<file path="src/rtl/kswd_pkg.sv">
package kswd_pkg;

   ////////////////////////////////////////////////////////////////////////////
   // Counter and time base
   localparam int             WD_CNT_W       = 9;
   localparam logic [8:0]     WD_CNT_MAX     = 9'h1FF;
   localparam logic [8:0]     WD_CNT_ZERO    = 9'h000;
   localparam logic [8:0]     WD_CNT_ONE     = 9'h001;
   localparam int             TB_TICK_HZ     = 256;
   localparam int             LS_CLK_HZ      = 32768;
   localparam int             WD_NOMINAL_S   = 2;
   // Ticks from clear to overflow at the nominal rate
   localparam int             WD_NOMINAL_TICKS = WD_NOMINAL_S * TB_TICK_HZ;
   // Low-speed clocks in one tick: worst-case early first tick
   localparam int             WD_EARLY_LS_CLKS = LS_CLK_HZ / TB_TICK_HZ;
   localparam logic [9:0]     WD_NOMINAL_TICKS_V = 10'h200;
   localparam logic [9:0]     WD_TICK_ONE    = 10'h001;
   localparam logic [9:0]     WD_TICK_ZERO   = 10'h000;

   ////////////////////////////////////////////////////////////////////////////
   // Key values
   localparam logic [3:0]     KEY_FIRST      = 4'h5;
   localparam logic [3:0]     KEY_SECOND     = 4'hA;

   ////////////////////////////////////////////////////////////////////////////
   // Bus and register map (index, byte address is index times four)
   localparam int             WB_ADR_W       = 12;
   localparam int             WB_DAT_W       = 32;
   localparam int             WB_SEL_W       = 4;
   localparam logic [9:0]     KEY_IDX        = 10'h09F;
   localparam logic [9:0]     STAT_IDX       = 10'h0A0;
   localparam logic [9:0]     MASK_IDX       = 10'h0A1;
   localparam logic [9:0]     STATE_IDX      = 10'h0A2;
   localparam logic [1:0]     WORD_LSB       = 2'h0;
   localparam logic [11:0]    KEY_ADR        = {KEY_IDX, WORD_LSB};
   localparam logic [11:0]    STAT_ADR       = {STAT_IDX, WORD_LSB};
   localparam logic [11:0]    MASK_ADR       = {MASK_IDX, WORD_LSB};
   localparam logic [11:0]    STATE_ADR      = {STATE_IDX, WORD_LSB};
   localparam logic [31:0]    DAT_ZERO       = 32'h0000_0000;

   ////////////////////////////////////////////////////////////////////////////
   // Event bits, shared by status and mask
   localparam int             EV_W           = 4;
   localparam int             EV_OVF         = 0;
   localparam int             EV_START       = 1;
   localparam int             EV_CLEAR       = 2;
   localparam int             EV_BADKEY      = 3;
   localparam logic [3:0]     EV_NONE        = 4'h0;

   typedef struct packed {
      logic        cyc;
      logic        stb;
      logic        we;
      logic [11:0] adr;
      logic [3:0]  sel;
      logic [31:0] dat;
   } kswd_wb_req_t;

   typedef struct packed {
      logic       running;
      logic       pointer;
      logic       armed;
      logic [8:0] count;
   } kswd_state_t;

endpackage

</file>
<file path="src/rtl/kswd_watchdog.sv">
// The implementer's own choice: the Wishbone slave port.
`timescale 1ns/1ps
module kswd_watchdog (
   input  wire logic                          clk_i,
   input  wire logic                          rst_i,
   input  wire logic                          wb_cyc_i,
   input  wire logic                          wb_stb_i,
   input  wire logic                          wb_we_i,
   input  wire logic [kswd_pkg::WB_ADR_W-1:0] wb_adr_i,
   input  wire logic [kswd_pkg::WB_SEL_W-1:0] wb_sel_i,
   input  wire logic [kswd_pkg::WB_DAT_W-1:0] wb_dat_i,
   output logic      [kswd_pkg::WB_DAT_W-1:0] wb_dat_o,
   output logic                               wb_ack_o,
   input  wire logic                          time_base_tap_256hz_i,
   output logic                               irq_o,
   output logic                               wd_overflow_irq_o
);

   ////////////////////////////////////////////////////////////////////////////
   // Bus request
   kswd_pkg::kswd_wb_req_t req;
   logic                   req_new;
   logic                   wr_new;
   logic                   key_wr;
   logic [3:0]             key_val;

   assign req.cyc = wb_cyc_i;
   assign req.stb = wb_stb_i;
   assign req.we  = wb_we_i;
   assign req.adr = wb_adr_i;
   assign req.sel = wb_sel_i;
   assign req.dat = wb_dat_i;

   // Write is taken once, at the edge where ack rises
   assign req_new = req.cyc && req.stb && !wb_ack_o;
   assign wr_new  = req_new && req.we && req.sel[0];
   assign key_wr  = wr_new && (req.adr == kswd_pkg::KEY_ADR);
   assign key_val = req.dat[3:0];

   ////////////////////////////////////////////////////////////////////////////
   // Time base tap: asynchronous to clk_i
   logic [1:0] tb_sync_q;
   logic       tb_prev_q;
   logic       tick;

   always_ff @(posedge clk_i) begin
      if (rst_i) begin
         tb_sync_q <= 2'h0;
         tb_prev_q <= 1'b0;
      end else begin
         tb_sync_q <= {tb_sync_q[0], time_base_tap_256hz_i};
         tb_prev_q <= tb_sync_q[1];
      end
   end

   assign tick = tb_sync_q[1] && !tb_prev_q;

   ////////////////////////////////////////////////////////////////////////////
   // Key sequencer
   kswd_pkg::kswd_state_t         st_q;
   logic                          running_q;
   logic                          pointer_q;
   logic                          armed_q;
   logic [kswd_pkg::WD_CNT_W-1:0] count_q;
   logic                          key_done;
   logic                          ovf_now;
   logic                          bad_key;

   // One register per field keeps a single driver for every bit
   assign st_q = {running_q, pointer_q, armed_q, count_q};

   assign key_done = key_wr && st_q.pointer && st_q.armed
                     && (key_val == kswd_pkg::KEY_SECOND);
   // Anything but an accepted first key or a completing second key
   assign bad_key  = key_wr && !key_done
                     && (st_q.pointer || (key_val != kswd_pkg::KEY_FIRST));
   assign ovf_now  = tick && st_q.running && !key_done
                     && (st_q.count == kswd_pkg::WD_CNT_MAX);

   always_ff @(posedge clk_i) begin
      if (rst_i || ovf_now) begin
         pointer_q <= 1'b0;
         armed_q   <= 1'b0;
      end else if (key_wr) begin
         pointer_q <= !st_q.pointer;
         // Only 5H at pointer 0 arms; any other write disarms
         armed_q   <= !st_q.pointer
                      && (key_val == kswd_pkg::KEY_FIRST);
      end
   end

   ////////////////////////////////////////////////////////////////////////////
   // Counter
   always_ff @(posedge clk_i) begin
      if (rst_i) begin
         running_q <= 1'b0;
         count_q   <= kswd_pkg::WD_CNT_ZERO;
      end else if (key_done) begin
         // Clear is not aligned to the tick, so next tick may come early
         running_q <= 1'b1;
         count_q   <= kswd_pkg::WD_CNT_ZERO;
      end else if (tick && st_q.running) begin
         count_q   <= st_q.count + kswd_pkg::WD_CNT_ONE;
      end
   end

   // No mask and no disable on this line by design
   always_ff @(posedge clk_i) begin
      if (rst_i) begin
         wd_overflow_irq_o <= 1'b0;
      end else begin
         wd_overflow_irq_o <= ovf_now;
      end
   end

   ////////////////////////////////////////////////////////////////////////////
   // Event status, mask and summary interrupt
   logic [kswd_pkg::EV_W-1:0] status_q;
   logic [kswd_pkg::EV_W-1:0] mask_q;
   logic [kswd_pkg::EV_W-1:0] events;
   logic [kswd_pkg::EV_W-1:0] w1c;

   always_comb begin
      events                      = kswd_pkg::EV_NONE;
      events[kswd_pkg::EV_OVF]    = ovf_now;
      events[kswd_pkg::EV_START]  = key_done && !st_q.running;
      events[kswd_pkg::EV_CLEAR]  = key_done && st_q.running;
      events[kswd_pkg::EV_BADKEY] = bad_key;
   end

   assign w1c = (wr_new && (req.adr == kswd_pkg::STAT_ADR))
                ? req.dat[kswd_pkg::EV_W-1:0] : kswd_pkg::EV_NONE;

   always_ff @(posedge clk_i) begin
      if (rst_i) begin
         status_q <= kswd_pkg::EV_NONE;
      end else begin
         // A new event wins over a clear in the same cycle
         status_q <= (status_q & ~w1c) | events;
      end
   end

   always_ff @(posedge clk_i) begin
      if (rst_i) begin
         mask_q <= kswd_pkg::EV_NONE;
      end else if (wr_new && (req.adr == kswd_pkg::MASK_ADR)) begin
         mask_q <= req.dat[kswd_pkg::EV_W-1:0];
      end
   end

   always_ff @(posedge clk_i) begin
      if (rst_i) begin
         irq_o <= 1'b0;
      end else begin
         irq_o <= |(status_q & mask_q);
      end
   end

   ////////////////////////////////////////////////////////////////////////////
   // Bus answer: ack one cycle after the request, unmapped reads zero
   logic [kswd_pkg::WB_DAT_W-1:0] rd_d;

   always_comb begin
      rd_d = kswd_pkg::DAT_ZERO;
      unique case (req.adr)
         kswd_pkg::STAT_ADR:  rd_d[kswd_pkg::EV_W-1:0] = status_q;
         kswd_pkg::MASK_ADR:  rd_d[kswd_pkg::EV_W-1:0] = mask_q;
         kswd_pkg::STATE_ADR: rd_d[$bits(st_q)-1:0]    = st_q;
         // Key register holds nothing readable
         kswd_pkg::KEY_ADR:   rd_d = kswd_pkg::DAT_ZERO;
         default:             rd_d = kswd_pkg::DAT_ZERO;
      endcase
   end

   always_ff @(posedge clk_i) begin
      if (rst_i) begin
         wb_ack_o <= 1'b0;
         wb_dat_o <= kswd_pkg::DAT_ZERO;
      end else begin
         wb_ack_o <= req_new;
         wb_dat_o <= (req_new && !req.we) ? rd_d : kswd_pkg::DAT_ZERO;
      end
   end

   ////////////////////////////////////////////////////////////////////////////
   // Checks
   logic [9:0] ticks_since_q;

   // Ticks seen since the last start, clear or wrap; the counter runs on after a wrap
   always_ff @(posedge clk_i) begin
      if (rst_i || key_done || ovf_now) begin
         ticks_since_q <= kswd_pkg::WD_TICK_ZERO;
      end else if (tick && st_q.running) begin
         ticks_since_q <= ticks_since_q + kswd_pkg::WD_TICK_ONE;
      end
   end

   count_adv_a: assert property (
      @(posedge clk_i) disable iff (rst_i)
      (tick && st_q.running && !key_done)
      |=> (st_q.count == $past(st_q.count) + kswd_pkg::WD_CNT_ONE))
      else $error("Counter did not advance on tick");

   reset_stop_a: assert property (
      @(posedge clk_i) disable iff (rst_i)
      $past(rst_i) |-> (!st_q.running && st_q.count == kswd_pkg::WD_CNT_ZERO
                        && !st_q.pointer && !wd_overflow_irq_o))
      else $error("Counter not stopped after reset");

   idle_hold_a: assert property (
      @(posedge clk_i) disable iff (rst_i)
      (!st_q.running && !key_done) |=> (!st_q.running
                                        && st_q.count == kswd_pkg::WD_CNT_ZERO))
      else $error("Counter ran before start");

   start_seq_a: assert property (
      @(posedge clk_i) disable iff (rst_i)
      (key_wr && !st_q.pointer && key_val == kswd_pkg::KEY_FIRST && !ovf_now)
      |=> (st_q.armed && st_q.pointer))
      else $error("First key at pointer zero not armed");

   start_run_a: assert property (
      @(posedge clk_i) disable iff (rst_i)
      (key_wr && st_q.armed && key_val == kswd_pkg::KEY_SECOND && !st_q.running)
      |=> (st_q.running && st_q.count == kswd_pkg::WD_CNT_ZERO
           && status_q[kswd_pkg::EV_START]))
      else $error("Start sequence did not start counter");

   ptr_toggle_a: assert property (
      @(posedge clk_i) disable iff (rst_i)
      (key_wr && !ovf_now) |=> (st_q.pointer != $past(st_q.pointer)))
      else $error("Pointer did not toggle on key write");

   clear_seq_a: assert property (
      @(posedge clk_i) disable iff (rst_i)
      (st_q.running && key_done)
      |=> (st_q.count == kswd_pkg::WD_CNT_ZERO && st_q.running
           && status_q[kswd_pkg::EV_CLEAR]))
      else $error("Clear sequence did not zero counter");

   ovf_irq_a: assert property (
      @(posedge clk_i) disable iff (rst_i)
      (tick && st_q.running && !key_done
       && st_q.count == kswd_pkg::WD_CNT_MAX)
      |=> (wd_overflow_irq_o && st_q.count == kswd_pkg::WD_CNT_ZERO
           && !st_q.pointer) ##1 !wd_overflow_irq_o)
      else $error("Wrap did not raise one-cycle overflow interrupt");

   nmi_nomask_a: assert property (
      @(posedge clk_i) disable iff (rst_i)
      (ovf_now && mask_q == kswd_pkg::EV_NONE) |=> wd_overflow_irq_o)
      else $error("Overflow interrupt gated by mask");

   bad_first_a: assert property (
      @(posedge clk_i) disable iff (rst_i)
      (key_wr && st_q.pointer && key_val == kswd_pkg::KEY_FIRST)
      |=> (!st_q.armed && !st_q.pointer))
      else $error("First key accepted at pointer one");

   bad_second_a: assert property (
      @(posedge clk_i) disable iff (rst_i)
      (key_wr && !st_q.armed && key_val == kswd_pkg::KEY_SECOND && !tick)
      |=> (st_q.count == $past(st_q.count)
           && st_q.running == $past(st_q.running)))
      else $error("Unarmed second key cleared counter");

   interval_a: assert property (
      @(posedge clk_i) disable iff (rst_i)
      ovf_now |-> (ticks_since_q + kswd_pkg::WD_TICK_ONE
                   == kswd_pkg::WD_NOMINAL_TICKS_V))
      else $error("Overflow not on the 512th tick after clear");

   key_wo_a: assert property (
      @(posedge clk_i) disable iff (rst_i)
      (wb_ack_o && req.cyc && req.stb && !req.we
       && req.adr == kswd_pkg::KEY_ADR) |-> (wb_dat_o == kswd_pkg::DAT_ZERO))
      else $error("Key register read back nonzero");

   other_key_a: assert property (
      @(posedge clk_i) disable iff (rst_i)
      (key_wr && key_val != kswd_pkg::KEY_FIRST
       && key_val != kswd_pkg::KEY_SECOND)
      |=> (!st_q.armed && status_q[kswd_pkg::EV_BADKEY]))
      else $error("Other key value left sequence armed");

   bus_ack_a: assert property (
      @(posedge clk_i) disable iff (rst_i)
      req_new |=> wb_ack_o ##1 !wb_ack_o)
      else $error("Ack not one cycle after request");

   armed_ptr_a: assert property (
      @(posedge clk_i) disable iff (rst_i)
      st_q.armed |-> st_q.pointer)
      else $error("Armed with pointer at zero");

   ovf_ptr_a: assert property (
      @(posedge clk_i) disable iff (rst_i)
      (ovf_now && key_wr) |=> (!st_q.pointer && !st_q.armed))
      else $error("Key write kept pointer across overflow");

   clr_tick_a: assert property (
      @(posedge clk_i) disable iff (rst_i)
      (key_done && tick)
      |=> (st_q.count == kswd_pkg::WD_CNT_ZERO && !wd_overflow_irq_o))
      else $error("Tick in clear cycle advanced counter");

   stat_set_a: assert property (
      @(posedge clk_i) disable iff (rst_i)
      (events != kswd_pkg::EV_NONE) |=> ((status_q & $past(events)) == $past(events)))
      else $error("Event lost against a status clear");

   irq_sum_a: assert property (
      @(posedge clk_i) disable iff (rst_i)
      1'b1 |=> (irq_o == $past(|(status_q & mask_q))))
      else $error("Summary interrupt does not follow status and mask");

   rd_idle_a: assert property (
      @(posedge clk_i) disable iff (rst_i)
      !wb_ack_o |-> (wb_dat_o == kswd_pkg::DAT_ZERO))
      else $error("Read data standing without ack");

endmodule

</file>
<file path="config.mk">
export PLATFORM = sky130hd
export DESIGN_NAME = kswd_watchdog
export DESIGN_NICKNAME = d
export VERILOG_FILES = /design/src/rtl/kswd_pkg.sv /design/src/rtl/kswd_watchdog.sv
export SDC_FILE = /design/constraint.sdc
export NUM_CORES = 1
export LEC_CHECK = 0
export BUFFER_PORTS_ARGS = -buffer_cell sky130_fd_sc_hd__buf_2
export CAP_MARGIN = 40
export CORE_UTILIZATION = 43
export DETAILED_ROUTE_END_ITERATION = 6
export PLACE_DENSITY = 0.76
export SLEW_MARGIN = 10
export SYNTH_ARGS = -nofsm -noshare
export SYNTH_HDL_FRONTEND = slang
export SYNTH_SLANG_ARGS = --single-unit
export TNS_END_PERCENT = 100
</file>
<file path="constraint.sdc">
create_clock -name clk_i -period 3.02 [get_ports clk_i]
set_input_delay 0.453 -clock clk_i [delete_from_list [all_inputs] [get_ports clk_i]]
set_output_delay 0.453 -clock clk_i [all_outputs]
set_load 0.1 [all_outputs]
</file>
## Word level (Yosys, flattened, before mapping)

Index checks and enable logic that the tools add are counted.

| word-level totals | value |
|---|---|
| input port bits | 54 |
| flip-flop bits (word level) | 58 |
| output and inout bits | 35 |

| operators by class | value |
|---|---|
| multiplexer cells | 2 |
| reductions and logical operators | 32 |
| equality and inequality tests | 8 |
| add/sub/neg operators | 1 |
| bitwise operators | 6 |

Operators with widths:

| kind | count |
|---|---|
| equality test 12 x 10 -> 1 bit (second input constant) | 4 |
| logical AND 1 bit | 20 |
| case mux 4 bit (3 select lines) | 1 |
| adder 9 x 1 -> 9 bit (second input constant) | 1 |
| equality test 9 bit (second input constant) | 1 |
| AND 4 bit | 2 |
| zero test 1 bit | 6 |
| equality test 4 x 3 -> 1 bit (second input constant) | 1 |
| equality test 4 bit (second input constant) | 1 |
| 2-to-1 mux 4 bit | 1 |
| inequality test 4 x 3 -> 1 bit (second input constant) | 1 |
| inverter 4 bit | 1 |
| OR 4 bit | 1 |
| OR reduction 2 bit | 2 |
| OR reduction 4 bit | 1 |
| OR reduction 3 bit | 1 |
| logical OR 1 bit | 2 |
| inverter 1 bit | 2 |

## Longest topological paths before layout

Gate-level depths: netlist (run 1).

| depth | value |
|---|---|
| depth after elaboration | 12 |
| depth in mapped cells | 7 |
| mapped depth without buffers | 7 |

## Worst setup path after synthesis (run 1)

Ideal clock, no wire load.

| timing | value |
|---|---|
| path kind | input to register |
| start point | input port wb_adr_i[1] (netlist name) |
| end point | register wd_overflow_irq_o |
| path slack | 1.083 ns |
| arrival time | 1.820 ns |
| library setup time | 0.117 ns |
| stages | 5 |
| path through | or4b_4 > nor4_4 > a31o_1 > buf_4 > nor2_1 |

| on the way | value |
|---|---|
| word-level cells in the longest chain between the ends | 8 |

Ends and longest elaborated chain:

| item | RTL line | RTL |
|---|---|---|
| start, declared | kswd_watchdog.sv:9 | `input wire logic [kswd_pkg::WB_ADR_W-1:0] wb_adr_i,` |
| equality test 12 x 10 -> 1 bit | kswd_watchdog.sv:37 | `assign key_wr = wr_new && (req.adr == kswd_pkg::KEY_ADR);` |
| logical AND 1 bit | kswd_watchdog.sv:37 |  |
| logical AND 1 bit (2 in series) | kswd_watchdog.sv:72 | `assign key_done = key_wr && st_q.pointer && st_q.armed` |
| logical AND 1 bit | kswd_watchdog.sv:73 | `&& (key_val == kswd_pkg::KEY_SECOND);` |
| zero test 1 bit | kswd_watchdog.sv:77 | `assign ovf_now = tick && st_q.running && !key_done` |
| logical AND 1 bit | kswd_watchdog.sv:77 |  |
| logical AND 1 bit | kswd_watchdog.sv:78 | `&& (st_q.count == kswd_pkg::WD_CNT_MAX);` |
| end signal, assigned | kswd_watchdog.sv:112 | `wd_overflow_irq_o <= ovf_now;` |
| end, declared | kswd_watchdog.sv:16 | `output logic wd_overflow_irq_o` |

No other way between the ends.
A chain may end at the register's enable or synchronous reset.

## Worst setup path after layout (run 1)

| timing | value |
|---|---|
| start point | input port wb_adr_i[1] (netlist name) |
| end point | register status_q[0] (netlist name) |

| on the way | value |
|---|---|
| word-level cells in the longest chain between the ends | 9 |
| elaborated cells between the ends (all ways) | 14 |

Ends and longest elaborated chain:

| item | RTL line | RTL |
|---|---|---|
| equality test 12 x 10 -> 1 bit | kswd_watchdog.sv:37 |  |
| logical AND 1 bit | kswd_watchdog.sv:37 |  |
| logical AND 1 bit (2 in series) | kswd_watchdog.sv:72 |  |
| logical AND 1 bit | kswd_watchdog.sv:73 |  |
| zero test 1 bit | kswd_watchdog.sv:77 |  |
| logical AND 1 bit | kswd_watchdog.sv:77 |  |
| logical AND 1 bit | kswd_watchdog.sv:78 |  |
| OR 4 bit * | kswd_watchdog.sv:139 | `status_q <= (status_q & ~w1c) \| events;` |
| end signal, assigned | kswd_watchdog.sv:136 | `status_q <= kswd_pkg::EV_NONE;` |
| end signal, assigned | kswd_watchdog.sv:139 |  |
| end, declared | kswd_watchdog.sv:118 | `logic [kswd_pkg::EV_W-1:0] status_q;` |

Every way passes the cells marked *; elsewhere a longest branch is shown, timed or not.

==> flow_results.org, run 1 <==
** GRT
- Peak-usage layer in the global routing report :: met2
- For met2 alone, demand over resource in global routing was 0.245.
- In the global route stage, met3 resource usage came out at 0.0534.
- Largest net degree at the start of global routing :: 19
- Congestion Overflow GR :: 0
- Grt met1 use :: 0.200
- The initial antenna violation count came to 0.
- The number of global-route vias before repair is approximately 1100.
- Overall track demand over capacity in global routing :: 0.162
- The first global-routing pass estimated between 5000 and 6000 um of wire.

** Placement
- In this run the tool buffered the top-level ports with 37 buffer cells.
- Minimum setup slack after placement :: 0.806 ns
- Once detailed placement completed, the half-perimeter wirelength came to around 2500 um.
- Number of placed instances, taps included :: between 200 and 300
- At the end of routability-driven placement, the weighted congestion stood at 0.882.

** CTS
- CTS tree :: built
- Count of clock tree sinks :: 38
- The number of setup buffers added after CTS is 0.
- Clock root buffer :: sky130_fd_sc_hd__clkbuf_8
- Maximum count of clock buffers along a single path :: 2
- Gates resized during post-CTS repair numbered 0.
- Clock latency on the worst-skew pair, taken at its later pin, is roughly 0.29 ns.
- Level count of the clock H-tree :: 2
- Clock-pin slew was measured on the worst setup and hold paths at around 0.070 ns.
- For this design, the CTS-stage hold fixing added 0 buffers.
- Number of buffers inserted during clock tree synthesis :: 5

** Routing
- Antenna-violating nets left :: 0
- Avg WL per Cell :: 12.0 um
- After detailed routing, the number of vias per cell comes to around 5.1.
- Total vias in the final route :: around 1400
- Wires add up to roughly 3300 um.
- For this run, the detailed router's first-pass iteration total came to 4.
- DR DRC count :: 0
- Initial detailed-routing violation count :: 50

** Logic synthesis
- The synthesized design contains 38 register bits.
- For this run, asynchronously set or reset flops after synthesis account for 0.
- The most used flip-flop cell after synthesis is sky130_fd_sc_hd__dfxtp_1.
- Yosys printed 0 warnings.
- sky130_fd_sc_hd__dfxtp_1 takes more of the synthesized area than any other cell.
- Post-Syn Area per Cell :: slightly above 9 um^2
- Syn Std Cell Area :: 1780 um^2
- Number of unique standard cell types used by synthesis :: 45
- Ranked by total cell area, the synthesized netlist is headed by sky130_fd_sc_hd__dfxtp_1, sky130_fd_sc_hd__buf_4, sky130_fd_sc_hd__nor2_1, sky130_fd_sc_hd__a21oi_1, sky130_fd_sc_hd__and2_1.
- sky130_fd_sc_hd__dfxtp_1 is the most common cell in the netlist.
- In the synthesized netlist, the cells that appear most often are sky130_fd_sc_hd__dfxtp_1, sky130_fd_sc_hd__buf_4, sky130_fd_sc_hd__nor2_1, sky130_fd_sc_hd__a21oi_1.
- Share of the yosys chip area belonging to registers :: 0.428
- Of the post-synthesis cell area, the dominant cell type holds 0.428.
- Counting every instance in the synthesized netlist gives around 190.
- In this run, synthesis inferred 0 flip-flops with an integrated enable.

** Pwr
- Switching component of the power :: approximately 310 uW
- Sw Ratio :: 0.308
- Power per cell area :: slightly above 500 nW/um^2
- Leakage :: roughly 0.00083 uW
- The worst-case IR drop observed on VDD is just over 0.0003 V.
- Cell internal pwr :: between 700 and 800 uW
- Total power for the finished layout comes to 1020 uW.
- The share of total power dissipated in combinational logic is 0.154.
- Clk network pwr share :: 0.352
- Sequential Power Share :: 0.494

** Floorplan
- DIE HEIGHT :: ~66 um
- Row Count :: 22
- The core region is ~3800 um^2.
- The die covers approximately 4400 um^2.
- Die width :: approximately 66 um
- 89 I/O pins were placed.
- Initial cell density of the core :: 0.467

** Worst hold path
- Worst min-delay path category :: input pin to register
- Hold Path Depth :: 2

** Worst setup path
- The slowest stage of the critical path is the sky130_fd_sc_hd__or4b_4 cell.
- Critical path, cell by cell :: buf_2 > or4b_4 > nor4_4 > buf_4 > a31o_1 > o21ai_1
- Critical Path Fanout Max :: 11
- Number of buffers and inverters on the critical path :: 2
- The critical path is of the input pin to register type.
- For this run, the slowest stage of the critical path takes 0.56 ns.
- Worst path depth :: 6
- The worst register-to-register path has a depth of 5.
- Worst path top cell family by delay :: simple AND/OR/NAND/NOR gates
- STA classifies the critical path startpoint as an input pin.
- Worst Setup End Kind :: register
- Worst Path Arrival :: about 2.1 ns
- Required time at the endpoint of the critical path :: roughly 3.2 ns

** STA
- Achievable frequency :: around 530 MHz
- The number of endpoints with negative hold slack in the final report was 0.
- The worst path in the final design needs a cycle of between 1.5 and 2 ns, including I/O delays and setup.
- Setup Skew :: 0.00562 ns
- Period Utilization, post-route :: 0.626
- Setup violations remaining at the end of the flow were counted as 0.
- Sum Neg Setup Slack :: 0 ns
- The count of pins over their slew limit was 0.
- Final worst setup slack :: about 1.1 ns
- Setup repair after global routing left no endpoint under its margin.

** Cells and area
- Post-layout net count :: roughly 290
- For this run, the number of standard cells in the final layout without fillers is approximately 280.
- ANT cells :: 0
- Area growth syn-to-layout :: 13.5%
- For this run, the share of the core covered by cells in the final layout is 0.530.
- Share of post-route cells with drive strength above 1 :: 0.234
- Layout fillers :: between 300 and 400

** Flow run
- The tool flagged a number of max-cap violations equal to 0.

** Outcome
- Status :: finished clean
## registers in the layout (all words and copies together), names as in the netlist
name and count:
armed_q 1, count_q 9, irq_o 1, mask_q 4
pointer_q 1, running_q 1, status_q 4, tb_prev_q 1
tb_sync_q 2, wb_ack_o 1, wb_dat_o 12, wd_overflow_irq_o 1
## through the flow
step | hold WS [ns] | area, um^2
6_report | 0.362 | 2010
5_1_grt | 0.367 | 2010
4_1_cts | 0.353 | 2010
3_5_place_dp | 0.424 | 1920
3_3_place_gp | 0.419 | 1920
2_1_floorplan | 0.414 | 1850
## placed cells by master, fill, tap and decap left out, types with 3 or more instances in the layout
master                      n
sky130_fd_sc_hd__mux2i_1    4
sky130_fd_sc_hd__conb_1    20
sky130_fd_sc_hd__o311ai_1   4
sky130_fd_sc_hd__buf_2     37
sky130_fd_sc_hd__nand2_1    8
sky130_fd_sc_hd__and2_1     7
sky130_fd_sc_hd__clkbuf_8   6
sky130_fd_sc_hd__a21oi_1   14
sky130_fd_sc_hd__o21ai_0    4
sky130_fd_sc_hd__nand4b_1   5
sky130_fd_sc_hd__nand3_1    8
sky130_fd_sc_hd__xor2_1     3
sky130_fd_sc_hd__dfxtp_1   38
sky130_fd_sc_hd__nor2_1    21
sky130_fd_sc_hd__nor2b_1    5
sky130_fd_sc_hd__nand4_1    4
sky130_fd_sc_hd__xnor2_1    4
## kinds of logic (layout without fill, tap and decap cells)
| group | count (synthesis) | after routing | synth area share |
|---|---|---|---|
| AND/OR/NAND/NOR | 80 | 80 | 0.279 |
| flip-flops | 38 | 38 | 0.428 |
| AO/OA/AOI/OAI | 32 | 32 | 0.113 |
| buffers and inverters | 29 | 48 | 0.106 |
| XOR/XNOR | 7 | 7 | 0.0345 |
| multiplexers | 4 | 4 | 0.0226 |
| adder cells (fa/ha/maj) | 2 | 2 | 0.0141 |
| other | 1 | 20 | 0.00211 |
## power by group through the flow
stage	clock network [uW]	registers, uW	logic, uW
2_1_floorplan	0	519	152
3_3_place_gp	0	515	155
3_5_place_dp	0	515	156
4_1_cts	373	503	156
5_1_grt	394	504	162
6_report	359	504	157
## cell type report
| class | count | area (um^2) | area share |
|---|---|---|---|
| clock inverters | 2 | 12.5 | 0.00621 |
| well taps | 48 | 60.1 | 0.0298 |
| clock buffers | 6 | 82.6 | 0.0410 |
| flip-flops and latches | 38 | 761 | 0.378 |
| inverters | 2 | 7.51 | 0.00373 |
| repair buffers | 38 | 193 | 0.0957 |
| multi-input cells | 145 | 898 | 0.446 |
## layer usage
| metal | wire length [um] | up-vias | share of wire |
|---|---|---|---|
| li1 | - | 716 | - |
| met1 | 1550 | 629 | 0.46 |
| met2 | 1440 | 60 | 0.43 |
| met3 | 278 | 7 | 0.083 |
| met4 | 70 | 0 | 0.021 |
| met5 | 0 | - | 0 |
## path summary, 6_finish.rpt
check,endpoint,startpoint,slack (ns)
worst max-delay path,status_q[0]$_SDFF_PP0_,wb_adr_i[1],1.13
worst max register to register,status_q[0]$_SDFF_PP0_,wb_ack_o$_SDFF_PP0_,1.40
worst min-delay path,tb_sync_q[0]$_SDFF_PP0_,time_base_tap_256hz_i,0.36
worst min register to register,tb_sync_q[1]$_SDFF_PP0_,tb_sync_q[0]$_SDFF_PP0_,0.44
Power figures use the tool's default switching activity.
==> run 2, diff against run 1 <==
Clock period 3.02 ns to 1.9 ns, I/O delays scaled along.
==> run 2 against run 1 <==
Compared with the run above:
- sequential cell count stayed put
- sequential share of layout area shrank 0.45 points
- design area increased by 1.4%
- register-to-register slack worse by 1.1 ns
- cell count grew 1.4%
- clock power rose by 56%
- critical path type unchanged
- largest power group unchanged
==> flow_results.org, run 2 (synthesis gave the netlist of run 1 again) <==
** STA
- Setup Skew :: ~0.0047 ns
- Achievable frequency :: between 600 and 700 MHz
- Setup repair after global routing missed its margin :: false
- The number of endpoints with negative hold slack in the final report is 0.
- Period Utilization, post-route :: 0.861
- The worst path in the final design needs a cycle of around 1.6 ns, including I/O delays and setup.
- # setup viols final :: 0
- The count of pins over their slew limit is 0.

** Pwr
- Power spread over the standard cell area amounts to ~790 nW/um^2.
- VDD sags by at most 0.000410 V.
- In this run the static leakage power is 0.000851 uW.

** Worst setup path
- The worst setup path is captured at a register.
- Traced cell by cell, the critical path runs through buf_2 > or4b_4 > or3_4 > o311ai_1 > o41ai_1.
- For this run, the slowest stage of the critical path takes around 0.56 ns.
- Flop2flop setup slack :: about 0.32 ns
- Number of buffers and inverters on the critical path :: 1
- The critical path is of the input pin to register type.
- In this run the worst path has a maximum fanout of 6.
- The worst register-to-register path ends at armed_q$_SDFFE_PP0N_.
- Worst path top cell family by delay :: simple AND/OR/NAND/NOR gates
- Capturing instance or port of the critical path :: status_q[3]$_SDFF_PP0_
- Measured in cells, the most critical reg-to-reg path has a length of 7.
- Standard cell with the maximum stage delay on the critical path :: sky130_fd_sc_hd__or4b_4
- STA classifies the critical path startpoint as an input pin.
- In this run the worst setup path begins at wb_adr_i[1].
- Reg2reg start :: count_q[0]$_SDFFE_PP0P_
- For the worst setup path, the data required time is about 2.1 ns.
- Worst Path Arrival :: ~1.8 ns
- Worst path depth :: 5

** CTS
- The number of clock buffers added by TritonCTS is 5.
- The tree built by TritonCTS fans out to 38 sinks.
- Once the clock tree was built, the setup fixing pass inserted 0 buffers.
- For this design, the CTS-stage hold fixing added 0 buffers.
- In this run, post-CTS repair resized a total of 0 instances.
- Maximum count of clock buffers along a single path :: 2
- At the later pin of the worst-skew pair, clock insertion delay measures about 0.29 ns.
- TritonCTS built the clock tree.
- The H-tree was split into 2 levels.
- CTS placed an instance of sky130_fd_sc_hd__clkbuf_8 at the clock tree root.
- Post-CTS clock slew at the launch and capture registers of the worst setup and hold paths :: 0.07 ns

** Routing
- Antenna-violating nets left :: 0
- For this run, design rule violations remaining after detail routing come to 0.
- Total vias in the final route :: 1449
- Total wire length after detailed routing :: about 3400 um
- Avg WL per Cell :: 12.1 um
- After detailed routing, the number of vias per cell comes to around 5.1.
- 1st-pass router iterations :: 4
- In this run, the number of DRC markers left after iteration 0 of detailed routing was 79.

** GRT
- Congestion Overflow GR :: 0
- The initial antenna violation count was 0.
- The first global-routing pass estimated around 5600 um of wire.
- Entering global routing, the biggest net connects 18 pins.
- The number of global-route vias before repair is ~1300.
- Overall track demand over capacity in global routing :: 0.174

** Cells and area
- The register with the most flip-flops in the layout has 12 of them.
- The net count of the finished layout is 290.
- Final core utilization :: 0.538
- Across the whole layout, storage elements account for between 700 and 800 um^2.
- Leading cell types in the layout, fill and taps excluded :: sky130_fd_sc_hd__dfxtp_1, sky130_fd_sc_hd__buf_2, sky130_fd_sc_hd__nor2_1
- Layout fillers :: 364
- Share of post-route cells with drive strength above 1 :: 0.247
- Non-Filler Instances :: approximately 280
- The largest registers in the layout are wb_dat_o x12, count_q x9.
- Biggest register :: wb_dat_o
- With fillers left out, the area of the finished cells amounts to 2040 um^2.
- Area of the multi-input gates :: 898 um^2
- Area growth syn-to-layout :: 15.0%
- The repair_antennas step left the layout with diodes totalling 0.

** Floorplan
- The floorplan step defined a die boundary enclosing 4390 um^2.
- Number of primary I/O pins :: about 90
- Initial cell density of the core :: 0.467
- Core area :: between 3000 and 4000 um^2
- The die is approximately 66 um wide.
- Row generation in the floorplan step produced 22 rows.
- In this run the vertical extent of the chip is 66.3 um.

** Worst hold path
- Worst min-delay path category :: input pin to register

** Flow run
- The tool flagged a number of max-cap violations equal to 0.

** Outcome
- Status :: finished clean

** Placement
- During placement, the flow inserted port buffers numbering 37.
- Final RePlAce weighted congestion :: approximately 0.90
- Placed wire-length estimate after detailed placement :: 2600 um
- Counting tap cells, the placed design contains a total of about 280 instances.
- Cell Area, Placed :: 1950 um^2
## run 2: layer usage
layer | wire, um | vias up | GRT usage
li1 | - | 726 | -
met1 | 1600 | 656 | 0.219
met2 | 1480 | 61 | 0.270
met3 | 290 | 6 | 0.0534
met4 | 58 | 0 | 0.0798
met5 | 0 | - | 0
## run 2: through the flow
| step | setup WS [ns] | hold WS (ns) | total power [uW] | TNS [ns] |
|---|---|---|---|---|
| floorplan | 0.131 | 0.413 | 1070 | 0 |
| global placement | -0.0186 | 0.418 | 1070 | -0.0226 |
| detailed placement | -0.0355 | 0.430 | 1070 | -0.147 |
| CTS | 0.274 | 0.194 | 1630 | 0 |
| global route | 0.136 | 0.200 | 1680 | 0 |
| finish | 0.265 | 0.198 | 1620 | 0 |
## run 2: cell type report
type                    instances  share of cell area
clock buffers                   7              0.0423
repair buffers                 42               0.109
multi-input cells             145               0.440
inverters                       2             0.00368
flip-flops and latches         38               0.373
clock inverters                 1             0.00245
well taps                      48              0.0294
## run 2: worst register-to-register path: stages, from the launching register on
cell	delay, ns
sky130_fd_sc_hd__dfxtp_1	0.40
sky130_fd_sc_hd__ha_1	0.25
sky130_fd_sc_hd__nand3_1	0.09
sky130_fd_sc_hd__nor2_1	0.10
sky130_fd_sc_hd__ha_1	0.15
sky130_fd_sc_hd__nand2_1	0.15
sky130_fd_sc_hd__o2111ai_1	0.23
sky130_fd_sc_hd__a21oi_1	0.09
## run 2: how the worst min path moves through the flow
stage | from | end | slack, ns | cells after the start
after floorplan | time_base_tap_256hz_i | tb_sync_q[0]$_SDFF_PP0_ | 0.41 | 1
after global placement | tb_sync_q[0]$_SDFF_PP0_ | tb_sync_q[1]$_SDFF_PP0_ | 0.42 | 1
after detailed placement | tb_sync_q[0]$_SDFF_PP0_ | tb_sync_q[1]$_SDFF_PP0_ | 0.43 | 1
after CTS | time_base_tap_256hz_i | tb_sync_q[0]$_SDFF_PP0_ | 0.19 | 2
after global routing | time_base_tap_256hz_i | tb_sync_q[0]$_SDFF_PP0_ | 0.20 | 2
final | time_base_tap_256hz_i | tb_sync_q[0]$_SDFF_PP0_ | 0.20 | 2
## run 2: where the power goes
| part | total [uW] | switching, uW | internal, uW |
|---|---|---|---|
| Sequential | 801 | 1.20 | 800 |
| Clock | 560 | 268 | 292 |
| Combinational | 255 | 220 | 34.3 |
==> run 3, diff against run 2 <==
Settings changed: CORE_MARGIN set to 3.
==> run 3 against run 2 <==
Compared with the run above:
- sequential cell count stayed put
- sequential power barely moved
- critical path type unchanged
- die area rose by 12%
- core utilization rose by 1.2 points
- sequential share of layout area decreased by 1.0 points
- worst setup slack lost 0.024 ns
- combinational power is essentially flat
- cell count did not move
- critical path depth stayed put
- first-iteration DRC count fell by 13%
- design area grew 2.9%
==> flow_results.org, run 3 (synthesis gave the netlist of run 1 again) <==
** Pwr
- VDD sags by at most between 0.0004 and 0.0005 V.
- For this design the static power due to leakage is a little under 0.0009 uW.
- Power per cell area :: 894 nW/um^2

** Routing
- The detailed router finished its first iteration with a little under 70 violations.
- After detailed routing, the total wire length is 3470 um.
- In the final routed layout, each cell accounts on average for ~12 um.
- DR DRC count :: 0
- Once detail routing completed, the nets flagged for antenna violations numbered 0.
- Number of vias per cell :: between 5 and 6
- For this run, the detailed router's first-pass iteration total came to 4.
- Total vias in the final route :: between 1000 and 1500

** Floorplan
- In this run the horizontal extent of the chip is 70.3 um.
- The die covers approximately 4900 um^2.
- Core area :: between 3000 and 4000 um^2
- Number of primary I/O pins :: slightly below 90
- Initial cell density of the core :: 0.464
- The floorplan has 22 rows.
- The floorplan step set the die height to approximately 70 um.

** Worst hold path
- Worst min-delay path category :: input pin to register

** CTS
- Post-CTS clock slew at the launch and capture registers of the worst setup and hold paths :: 0.07 ns
- Counting every sink on the clock net gives 38.
- Post-cts hold buffer count :: 0
- Level count of the clock H-tree :: 2
- Postcts setup bufs :: 0
- TritonCTS built the clock tree.
- Count of cells resized by post-cts repair :: 0
- The tree is rooted in a sky130_fd_sc_hd__clkbuf_8.
- Clock latency on the worst-skew pair, taken at its later pin, is ~0.30 ns.
- Maximum count of clock buffers along a single path :: 2
- Number of buffers inserted during clock tree synthesis :: 5

** Cells and area
- The register with the most flip-flops in the layout has 12 of them.
- Leading cell types in the layout, fill and taps excluded :: sky130_fd_sc_hd__dfxtp_1, sky130_fd_sc_hd__buf_2, sky130_fd_sc_hd__nor2_1
- More flip-flops sit in one register than any other, and that register is wb_dat_o.
- In the final design database the tool counted 290 nets.
- The repair_antennas step left the layout with diodes totalling 0.
- Finished Cell Area :: 2100 um^2
- Of the cells placed in the final design, the portion with a size suffix greater than 1 is 0.251.
- The largest registers in the layout are wb_dat_o x12, count_q x9.
- Compared with the post-synthesis result, the final layout area differs by 18.3%.

** GRT
- Congestion Overflow GR :: 0
- Wire length of the first global-routing pass :: about 5700 um
- Largest net degree at the start of global routing :: 18
- Overall track demand over capacity in global routing :: 0.142
- The initial antenna violation count was 0.
- Number of global-route vias before repair :: ~1300

** Worst setup path
- Required time at the endpoint of the critical path :: ~2.1 ns
- Max incr delay on CP :: 0.55 ns
- Number of buffers and inverters on the critical path :: 1
- On the critical path, the stage with the largest delay is an instance of sky130_fd_sc_hd__or4b_4.
- Worst Path Arrival :: approximately 1.8 ns
- Broken down by cell family, the worst path's largest delay share belongs to simple AND/OR/NAND/NOR gates.
- Worst setup SP type :: input pin
- Setup CP Type :: input pin to register
- Worst Setup End Kind :: register
- Critical Path Fanout Max :: 6
- Across all register-to-register paths, the minimum setup slack is about 0.33 ns.
- Critical path, cell by cell :: buf_2 > or4b_4 > or3_4 > o311ai_1 > o41ai_1

** STA
- For this run, the top clock speed supported by timing is approximately 600 MHz.
- Final worst path period need :: 1.66 ns
- On the final layout, the worst clock skew is around 0.0084 ns.
- Max-slew violations :: 0
- Final Hold Viols :: 0
- Setup violations remaining at the end of the flow were counted as 0.
- Setup repair after global routing missed its margin :: false
- Of the available clock period, the critical path in the final layout requires 0.873.
- Sum Neg Setup Slack :: 0 ns
- Worst-case hold slack :: between 0.2 and 0.25 ns

** Flow run
- The tool flagged a number of max-cap violations equal to 0.

** Placement
- Buffers placed on the I/O ports in this run total 37.
- Placed wire-length estimate after detailed placement :: approximately 2700 um
- Cell Area, Placed :: between 1500 and 2000 um^2
- Final RePlAce weighted congestion :: 0.888

** Outcome
- Status :: finished clean
## run 3: metrics by stage
stage	total power (uW)	std cells	utilization	worst slack, ns
after floorplan	1070	212	-	0.131
after global placement	1070	275	0.513	-0.0413
after detailed placement	1080	275	0.513	-0.0562
after CTS	1900	283	0.549	0.242
after global routing	1940	283	0.549	0.110
final	1880	283	0.549	0.241
## run 3: layer usage
| layer | GRT usage | part of all wire | vias to the layer above |
|---|---|---|---|
| met4 | 0.0830 | 0.031 | 0 |
| li1 | - | - | 726 |
| met1 | 0.170 | 0.44 | 663 |
| met2 | 0.225 | 0.45 | 61 |
| met5 | 0 | 0 | - |
| met3 | 0.0403 | 0.080 | 14 |
## run 3: cell type report
cell class                      count  area [um^2]
Multi-Input combinational cell    145          898
Clock buffer                        5         68.8
Inverter                            2         7.51
Sequential cell                    38          762
Tap cell                           48         60.1
Fill cell                         377         1730
Timing Repair Buffer               42          235
Clock inverter                      3         68.8
## run 3: worst paths after layout
path / startpoint / endpoint / cells past startpoint
worst max-delay path: wb_adr_i[1] / status_q[3]$_SDFF_PP0_ / 5
worst min-delay path: time_base_tap_256hz_i / tb_sync_q[0]$_SDFF_PP0_ / 2
worst max register to register: count_q[0]$_SDFFE_PP0P_ / armed_q$_SDFFE_PP0N_ / 7
worst min register to register: tb_sync_q[0]$_SDFF_PP0_ / tb_sync_q[1]$_SDFF_PP0_ / 1
## run 3: power by group
| part | internal [uW] | switching (uW) |
|---|---|---|
| clock | 526 | 293 |
| sequential | 799 | 1.21 |
| combinational | 37.0 | 221 |
